### config.mk
export PLATFORM = sky130hd
export DESIGN_NAME = flash_secure
export DESIGN_NICKNAME = d
export VERILOG_FILES = /design/src/flash_secure_pkg.sv /design/src/flash_secure.sv
export VERILOG_INCLUDE_DIRS = /design/src
export SDC_FILE = /design/constraint.sdc
export NUM_CORES = 1
export LEC_CHECK = 0
export ABC_AREA = 0
export BUFFER_PORTS_ARGS = -buffer_cell sky130_fd_sc_hd__buf_2
export CAP_MARGIN = 20
export CORE_MARGIN = 2
export CORE_UTILIZATION = 44
export CTS_BUF_LIST = sky130_fd_sc_hd__clkbuf_4 sky130_fd_sc_hd__clkbuf_8
export DETAILED_ROUTE_END_ITERATION = 8
export PLACE_DENSITY = 0.82
export SETUP_SLACK_MARGIN = 0.2
export SLEW_MARGIN = 20
export SYNTH_ARGS = -nofsm -noshare
export SYNTH_HDL_FRONTEND = slang
export SYNTH_SLANG_ARGS = --single-unit
### constraint.sdc
create_clock -name CORE_CLK -period 1.8 [get_ports CORE_CLK]
set_input_delay 0.36 -clock CORE_CLK [delete_from_list [all_inputs] [get_ports CORE_CLK]]
set_output_delay 0.36 -clock CORE_CLK [all_outputs]
set_load 0.05 [all_outputs]
### src/flash_secure_regs.svh
// Constants for the flash security and lockout recovery block
// Assumes inclusion by bare name from the package and module files
`ifndef FLASH_SECURE_REGS_SVH
`define FLASH_SECURE_REGS_SVH

// Register offsets (byte addresses, one word each)
`define SEC_CTRL_OFS        8'h00
`define SEC_STATUS_OFS      8'h04
`define SEC_DIVIDER_OFS     8'h08
`define SEC_KEYS_OFS        8'h0C

// Security byte value that means unsecured (each byte)
`define SEC_UNSECURE_BYTE   8'hFF

// Control register fields
`define CTRL_ERASE_DONE_BIT 0

// Status register fields
`define STAT_SECURE_BIT     0
`define STAT_RECOV_BIT      1
`define STAT_ERASING_BIT    2
`define STAT_DONE_BIT       3

// Recovery divider layout
`define DIV_WIDTH           7
`define DIV_PRESCALE_BIT    6
`define DIV_RESET           7'h00

// JTAG instruction code for lockout recovery
`define IR_WIDTH            4
`define IR_LOCKOUT          4'h5

`endif

### src/flash_secure_pkg.sv
// Types for the flash security and lockout recovery block
// Assumes the constants header is on the include path
package flash_secure_pkg;
`include "flash_secure_regs.svh"

	typedef enum logic [1:0] {
		ST_BOOT,
		ST_RUN,
		ST_ERASE,
		ST_DONE
	} sec_state_t;

	typedef struct packed {
		sec_state_t             st;
		logic                   secure;
		logic                   recov_sel;
		logic [`DIV_WIDTH-1:0]  div_shift;
		logic [`DIV_WIDTH-1:0]  div_hold;
		logic                   erase_req;
		logic [31:0]            rdata;
	} sec_regs_t;

endpackage

### src/flash_secure.sv
// Flash security gating and lockout recovery logic
// Assumes a flash model outside that performs the mass erase and reports done;
// JTAG instruction and data scans arrive already decoded as strobes on CORE_CLK.
//
// Function
// RULE1 - Security is decided only by the two stored security bytes.
// RULE2 - The state comes from non-volatile bytes, so it returns after every reset until they change.
// RULE3 - At boot the block picks exactly one mode: unsecured, or secure with debug disabled.
// RULE4 - When secure the debug port is disabled while normal execution is untouched.
// RULE5 - A core input blocks every debug-port read of internal memory when set.
// RULE6 - The debug-read disable is set during reset from the security bytes and held to the next reset; reset forces it set, bytes are sampled just after.
// RULE7 - The chip-level JTAG port stays active for boundary scan and ID in both modes.
// RULE8 - Lockout recovery erases the whole flash, which leaves the device unsecured.
// RULE9 - The lockout instruction selects a 7-bit data register that sets the erase timing divider.
// RULE10 - The host shifts a suitable divider value before starting the erase.
// RULE11 - During recovery the shifted value replaces the divider: bit 6 prescale, bits 5 to 0 divider.
// RULE12 - The host picks values that give a 150 kHz to 200 kHz timing clock.
// RULE13 - The host keeps the instruction selected until the erase ends, then resets the device.
//
// Chosen here: strobed register access and the register offsets.
`timescale 1ns/1ps
`include "flash_secure_regs.svh"

module flash_secure
	import flash_secure_pkg::*;
(
	// Clock, reset, enable
	input  wire logic                   CORE_CLK,
	input  wire logic                   RESET_N,
	input  wire logic                   CLK_EN,
	// Stored security bytes from the flash configuration field
	input  wire logic [7:0]             SEC_BYTE0,
	input  wire logic [7:0]             SEC_BYTE1,
	// JTAG side, decoded
	input  wire logic [`IR_WIDTH-1:0]   JTAG_IR,
	input  wire logic                   JTAG_DR_UPDATE,
	input  wire logic [`DIV_WIDTH-1:0]  JTAG_DR_IN,
	input  wire logic                   JTAG_RUN_ERASE,
	// Flash module side
	input  wire logic [`DIV_WIDTH-1:0]  NORMAL_DIVIDER,
	input  wire logic                   ERASE_DONE,
	output logic [`DIV_WIDTH-1:0]       FLASH_DIVIDER,
	output logic                        MASS_ERASE_REQ,
	// Core and debug
	output logic                        DEBUG_READ_DISABLE,
	output logic                        DEBUG_PORT_ENABLE,
	output logic                        TAP_ENABLE,
	// Register port
	input  wire logic [7:0]             REG_ADDR,
	input  wire logic [31:0]            REG_WDATA,
	input  wire logic                   REG_WR,
	input  wire logic                   REG_RD,
	output logic [31:0]                 REG_RDATA
);

	sec_regs_t q;
	sec_regs_t d;

	// Secured unless both bytes hold the unsecured pattern
	function automatic logic bytes_secure(input logic [7:0] b0, input logic [7:0] b1);
		bytes_secure = (b0 != `SEC_UNSECURE_BYTE) || (b1 != `SEC_UNSECURE_BYTE); // [RULE1]
	endfunction

	always_comb
	begin
		d = q;
		d.erase_req = 1'b0;
		d.rdata = 32'h0000_0000;
		d.recov_sel = (JTAG_IR == `IR_LOCKOUT);
		if (JTAG_DR_UPDATE && (JTAG_IR == `IR_LOCKOUT))
		begin
			d.div_shift = JTAG_DR_IN; // [RULE9]
		end
		case (q.st)
			ST_BOOT:
			begin
				// Evaluated once after reset, then frozen
				d.secure = bytes_secure(SEC_BYTE0, SEC_BYTE1); // [RULE2] [RULE3] [RULE6]
				d.st = ST_RUN;
			end
			ST_RUN:
			begin
				if (JTAG_RUN_ERASE && (JTAG_IR == `IR_LOCKOUT))
				begin
					d.div_hold = q.div_shift;
					d.erase_req = 1'b1; // [RULE8]
					d.st = ST_ERASE;
				end
			end
			ST_ERASE:
			begin
				if (ERASE_DONE)
				begin
					d.st = ST_DONE;
				end
			end
			ST_DONE:
			begin
				d.st = ST_DONE;
			end
			default:
			begin
				d.st = ST_BOOT;
			end
		endcase
		if (REG_RD)
		begin
			case (REG_ADDR)
				`SEC_STATUS_OFS:
				begin
					d.rdata[`STAT_SECURE_BIT] = q.secure;
					d.rdata[`STAT_RECOV_BIT] = q.recov_sel;
					d.rdata[`STAT_ERASING_BIT] = (q.st == ST_ERASE);
					d.rdata[`STAT_DONE_BIT] = (q.st == ST_DONE);
				end
				`SEC_DIVIDER_OFS:
				begin
					d.rdata[`DIV_WIDTH-1:0] = FLASH_DIVIDER;
				end
				`SEC_KEYS_OFS:
				begin
					d.rdata[15:0] = {SEC_BYTE1, SEC_BYTE0};
				end
				default:
				begin
					d.rdata = 32'h0000_0000;
				end
			endcase
		end
		// Software may acknowledge a finished erase; re-evaluation still waits for reset
		if (REG_WR && (REG_ADDR == `SEC_CTRL_OFS) && REG_WDATA[`CTRL_ERASE_DONE_BIT]
			&& (q.st == ST_DONE))
		begin
			d.st = ST_RUN;
		end
	end

	always_ff @(posedge CORE_CLK or negedge RESET_N)
	begin
		if (!RESET_N)
		begin
			q.st <= ST_BOOT;
			q.secure <= 1'b1;
			q.recov_sel <= 1'b0;
			q.div_shift <= `DIV_RESET;
			q.div_hold <= `DIV_RESET;
			q.erase_req <= 1'b0;
			q.rdata <= 32'h0000_0000;
		end
		else if (CLK_EN)
		begin
			q <= d;
		end
	end

	// Secure held through reset until bytes are sampled
	assign DEBUG_READ_DISABLE = q.secure; // [RULE5] [RULE6]
	assign DEBUG_PORT_ENABLE = !q.secure; // [RULE4]
	assign TAP_ENABLE = 1'b1; // [RULE7]
	assign MASS_ERASE_REQ = q.erase_req;
	// Prescale in bit 6, divider in bits 5 to 0, straight through
	assign FLASH_DIVIDER = (q.recov_sel || (q.st == ST_ERASE)) ?
		((q.st == ST_ERASE) ? q.div_hold : q.div_shift) : NORMAL_DIVIDER; // [RULE11]
	assign REG_RDATA = q.rdata;
endmodule // flash_secure

==> results.md, run 1 <==
- Endpoints failing setup: 7
- Mapped Cells: 179
- Cell Area, Synth: roughly 2000 um^2
- Static leakage: 1.33 nW
- Clk pin slew, worst setup/hold paths: approximately 0.07 ns
- CTS Root Cell: clkbuf_8
- Critical path class: reg -> out
- Status: finished with violations
- Hold Violations, Final: 0
- Most common cell after layout, fill and taps aside: buf_2
- Max-cap violations: 0
- Synth area leader: dfrtp_1
- Worst skew pair latency: 0.29 ns
- Post-route DRC violation count: 0
- Most frequent cells in the layout: buf_2, dfrtp_1, conb_1, buf_4, mux2_2
- Die W: 71.5 um
- Seq/Total Area, Yosys: 43.8%
- Mapped Avg Cell Area: 11.2 um^2
- CORE AREA: 4380 um^2
- Reg-to-reg endpoint: q[34]
- Crit path max-delay family: flip-flops
- Pin count of the biggest net entering global routing: 36
- RD Place Congestion: 0.789
- Clk buf depth: 2
- Detailed Route WL: roughly 4500 um
- # rows: 24
- Synth cell types: 35
- I/O Pins: 125
- Worst Path Required: about 1.4 ns
- Total global-route track usage: 18.2%
- Tcrit/Tclk final: 105%
- Post-synth top area share: 42.5%
- Buf+Inv Stages, Crit Path: 3
- Ys Warns: 0
- CP endpoint kind: output pin
- Pins Over Slew Limit: 0
- Multi-input gate area: 858 um^2
- Reg area: between 800 and 900 um^2
- Die ar.: 5110 um^2
- Vias: between 1500 and 2000
- NumNets Final: 338
- Slowest-stage cell, CP: dfrtp_1
- CP startpoint kind: register
- Min Hold Slack: 0.0939 ns
- R2r setup slk: 0.32 ns
- HP Class: in -> async
- TritonRoute pass-1 iters: 4
- Die Y: slightly above 70 um
- H-tree depth: 2
- Routed WL per cell: roughly 14 um
- CP Data Arrival Time: 1.54 ns
- Pwr per Cell Area: 856 nW/um^2
- Detail Placement HPWL: 3480 um
- Layout area overhead: 31.0%
- Gr ovfl total: 0
- Peak supply drop: between 0.5 and 0.6 mV
- Yosys reg bits: 35
- Vias per cell: 5.01
- Clock buffer count from CTS: 5
- Port Buffers: 76
- Vias in the first global route: 1521
- Iteration-0 DRC Markers: 64
- Diode count: 0
- Crit-path cells: nor2b_2 -> buf_6 -> mux2_4 -> clkinvlp_4 -> buf_8
- Initial antenna violation count: 0
- R2R Path Start: q[50]
- Final TNS setup: -0.572 ns
- Initial Util: 45.7%
- Fillcell total: 380
- R2R cell count: 4
- Layout cells sized above 1: between 50% and 60%
- Final WS setup: -0.0967 ns
- CTS Sinks: 35
- Final ANT Viol Nets: 0
- Dominant cells by area after synthesis: dfrtp_1, buf_4, mux2_2, mux2i_1, a22o_1
- RSZ-0062 raised after global routing: yes
- Failing checks: setup timing
- Crit-path max FO: 6
- Skew final: 0.00741 ns
- Final min period: 1.90 ns
- First-pass GRT wire length: 7090 um
- Largest stage delay, worst path: 0.39 ns
- Fmax: about 530 MHz
- CTS Hold Bufs: 0
- CTS tree: yes
worst max-delay path by stage:
stage,end,startpoint,cells past startpoint
2_1_floorplan,FLASH_DIVIDER[4],q[50],4
3_3_place_gp,FLASH_DIVIDER[5],q[49],5
3_5_place_dp,FLASH_DIVIDER[5],q[49],5
4_1_cts,FLASH_DIVIDER[3],q[49],5
5_1_grt,FLASH_DIVIDER[3],q[49],5
6_report,FLASH_DIVIDER[3],q[49],5
cells in the mapped netlist:
master and instances:
and3b_1 1, and2_1 1, dfrtp_1 34, nor4_1 1, conb_1 2, nor4b_4 1, nor4b_2 1, buf_6 1
nand3_1 1, a31oi_1 1, nand4b_1 1, a21o_2 2, mux2i_1 10, o2bb2ai_1 1, and3_1 1, o221ai_1 7
nor3b_2 1, mux2_2 21, nand4_1 8, nor3_1 1, clkbuf_1 2, nor2b_1 1, nor4bb_1 1, buf_2 2
nor2_1 2, a21oi_1 3, nor4_4 1, nand2_1 5, clkbuf_2 1, inv_1 19, nand2b_1 1, nand4b_4 1
a22o_1 9, dfstp_2 1, buf_4 33
per-stage QoR:
step / setup WS, ns / cells / total power, W / utilization, % / instance area [um^2]
CTS: -0.146 / 309 / 0.00226 / 59.7 / 2620
floorplan: 0.167 / 194 / 0.00124 / - / 2090
finish: -0.0967 / 309 / 0.00225 / 59.8 / 2620
global route: -0.154 / 309 / 0.00234 / 59.8 / 2620
detailed placement: 0.0438 / 296 / 0.00137 / 53.5 / 2350
global placement: 0.0439 / 296 / 0.00135 / 53.5 / 2350
registers in the layout, summed over array words and instances (netlist names):
register            count
MASS_ERASE_REQ          1
q                      17
REG_RDATA              16
DEBUG_READ_DISABLE      1
timing repair:
item	4_1_cts	5_1_grt
resized for setup	28	2
endpoints found under the setup margin	7	7
cloned	0	0
setup buffers	5	0
layout make-up:
class	instances	area share (%)
sequential	35	33.4
clock inverter	3	2.58
inverter	19	3.72
multi-input combinational	101	32.7
timing repair buffer	94	22.5
clock buffer	5	2.62
tap	52	2.48
per-layer routing:
layer / track usage, % / up-vias / wire length (um)
li1: - / 732 / -
met1: 22.0 / 744 / 1870
met2: 30.0 / 67 / 2170
met3: 6.75 / 4 / 391
met4: 5.87 / 0 / 42
met5: 0 / - / 0
kinds of logic after synthesis:
family	Yosys count	synth area share [%]
muxes	31	16.8
other	2	0.375
and+or+nand+nor	30	12.1
DFF	35	43.8
AOI/OAI and AO/OA	23	9.37
buffers and inverters	58	17.6
power breakdown:
group	switching (W)	internal (W)	leakage, nW
clock	0.000296	0.000552	0.0644
sequential	0.0000415	0.000854	0.468
combinational	0.000304	0.000199	0.798
Power figures use the tool's default switching activity.
==> inputs of run 2 (changes only) <==
- BUFFER_PORTS_ARGS: -buffer_cell sky130_fd_sc_hd__buf_2 -> -buffer_cell sky130_fd_sc_hd__buf_4
- HOLD_SLACK_MARGIN: unset -> 0.12
- SKIP_LAST_GASP: unset -> 1
==> results.md, run 2 (synthesized netlist as in run 1, its figures left out) <==
- Iteration-0 DRC Markers: 50
- Routed WL per cell: 15.0 um
- CTS tree: yes
- Total global-route track usage: between 10% and 20%
- Max-cap violations: 0
- Pwr per Cell Area: 745 nW/um^2
- Setup WS pre-CTS: 0.102 ns
- Layout area overhead: 37.2%
- Clk buf depth: 2
- Hold Violations, Final: 0
- Final core occ: 62.7%
- Comb power frac: 26.5%
- Most common cell after layout, fill and taps aside: buf_4
- Skew final: 0.00370 ns
- Vias per cell: 4.96
- First-pass GRT wire length: 7470 um
- # rows: 24
- Post-route DRC violation count: 0
- Final ANT Viol Nets: 0
- CORE AREA: about 4400 um^2
- I/O Pins: 125
- Clk pin slew, worst setup/hold paths: 0.07 ns
- RD Place Congestion: 0.784
- CP endpoint kind: output pin
- Switching pwr: roughly 0.00063 W
- Detailed Route WL: approximately 4600 um
- Largest register FFs: 17
- Endpoints failing setup: 7
- HP Class: in -> reg
- RSZ-0062 raised after global routing: yes
- Final min period: 1.90 ns
- Sequential share of power: 43.6%
- CTS Root Cell: clkbuf_8
- TritonRoute pass-1 iters: 4
- Vias: about 1500
- Critical path class: reg -> out
- Port Buffers: 76
- Die W: just over 70 um
- Worst Path Required: roughly 1.4 ns
- H-tree depth: 2
- Diode count: 0
- Final WS setup: -0.101 ns
- Initial Util: 45.7%
- Failing checks: setup timing
- Layout cells sized above 1: 53.1%
- Clock power frac: 29.9%
- Worst skew pair latency: approximately 0.28 ns
- Pin count of the biggest net entering global routing: 36
- Gr ovfl total: 0
- Initial antenna violation count: 0
- Die ar.: 5110 um^2
- Static leakage: 1.35 nW
- Crit-path max FO: 8
- Clock buffer count from CTS: 5
- CTS Sinks: 35
- Fmax: 526 MHz
- R2R cell count: 6
- Pins Over Slew Limit: 0
- Detail Placement HPWL: 3430 um
- CP startpoint kind: register
- Final TNS setup: -0.637 ns
- Non-Filler Instances: 308
- Most frequent cells in the layout: buf_4, dfrtp_1, conb_1
- Placed insts: 292
- Switching Share: between 30% and 40%
- Status: finished with violations
- WHS Path Cells: 2
- Die Y: 71.5 um
- Cell internal pwr: 0.00141 W
- Top reg by flops: q
- Vias in the first global route: 1543
- Peak supply drop: 0.477 mV
- CP Data Arrival Time: roughly 1.5 ns
- NumNets Final: between 300 and 400
- Tcrit/Tclk final: 106%
## run 2: worst paths after layout
kind                            startpoint  slack, ns                 end
max in group asynchronous          RESET_N       0.89  DEBUG_READ_DISABLE
worst min-delay path            JTAG_IR[1]       0.29               q[47]
worst max register to register       q[49]       0.26        REG_RDATA[4]
worst max-delay path                 q[49]      -0.10    FLASH_DIVIDER[4]
min in group asynchronous          RESET_N       0.56        REG_RDATA[1]
worst min register to register       q[35]       0.51               q[35]
## run 2: final cells by class
type,count,area (um^2)
clock buffers,7,90.1
clock inverters,1,5.00
fillers,377,1640
inverters,19,97.6
multi-input cells,101,856
flip-flops and latches,35,877
well taps,52,65.1
repair buffers,93,757
## run 2: timing repair
item                       in CTS  in global routing
gates resized for setup        22                  0
setup endpoints to repair       7                  7
hold endpoints to repair       34                  0
hold buffers                    1                  0
setup buffers                   5                  2
## run 2: stage by stage
stage               instance area, um^2  total power, W  hold slack, ns
floorplan                          2090         0.00124          0.0644
global placement                   2510         0.00139           0.339
CTS                                2730         0.00204           0.283
global route                       2750         0.00214           0.283
finish                             2750         0.00205           0.287
detailed placement                 2510         0.00140           0.343
## run 2: power by group through the flow
stage	Combinational, W	Sequential (W)	Clock (W)
after CTS	0.000538	0.000894	0.000612
after floorplan	0.000315	0.000927	0
final	0.000543	0.000893	0.000611
after global placement	0.000488	0.000906	0
after detailed placement	0.000495	0.000910	0
after global routing	0.000576	0.000903	0.000659
## run 2: worst max-delay path, stage by stage, from the launching register on
cell and delay, ns:
dfrtp_1 0.38, nor2b_1 0.13, buf_6 0.19, mux2_4 0.34, clkinvlp_4 0.08, buf_8 0.13
## run 2: per-layer routing
| layer | GRT usage [%] | part of all wire, % |
|---|---|---|
| met1 | 25.5 | 45 |
| met4 | 3.14 | 0.15 |
| met3 | 4.92 | 6.7 |
| met2 | 30.9 | 48 |
| met5 | 0 | 0 |
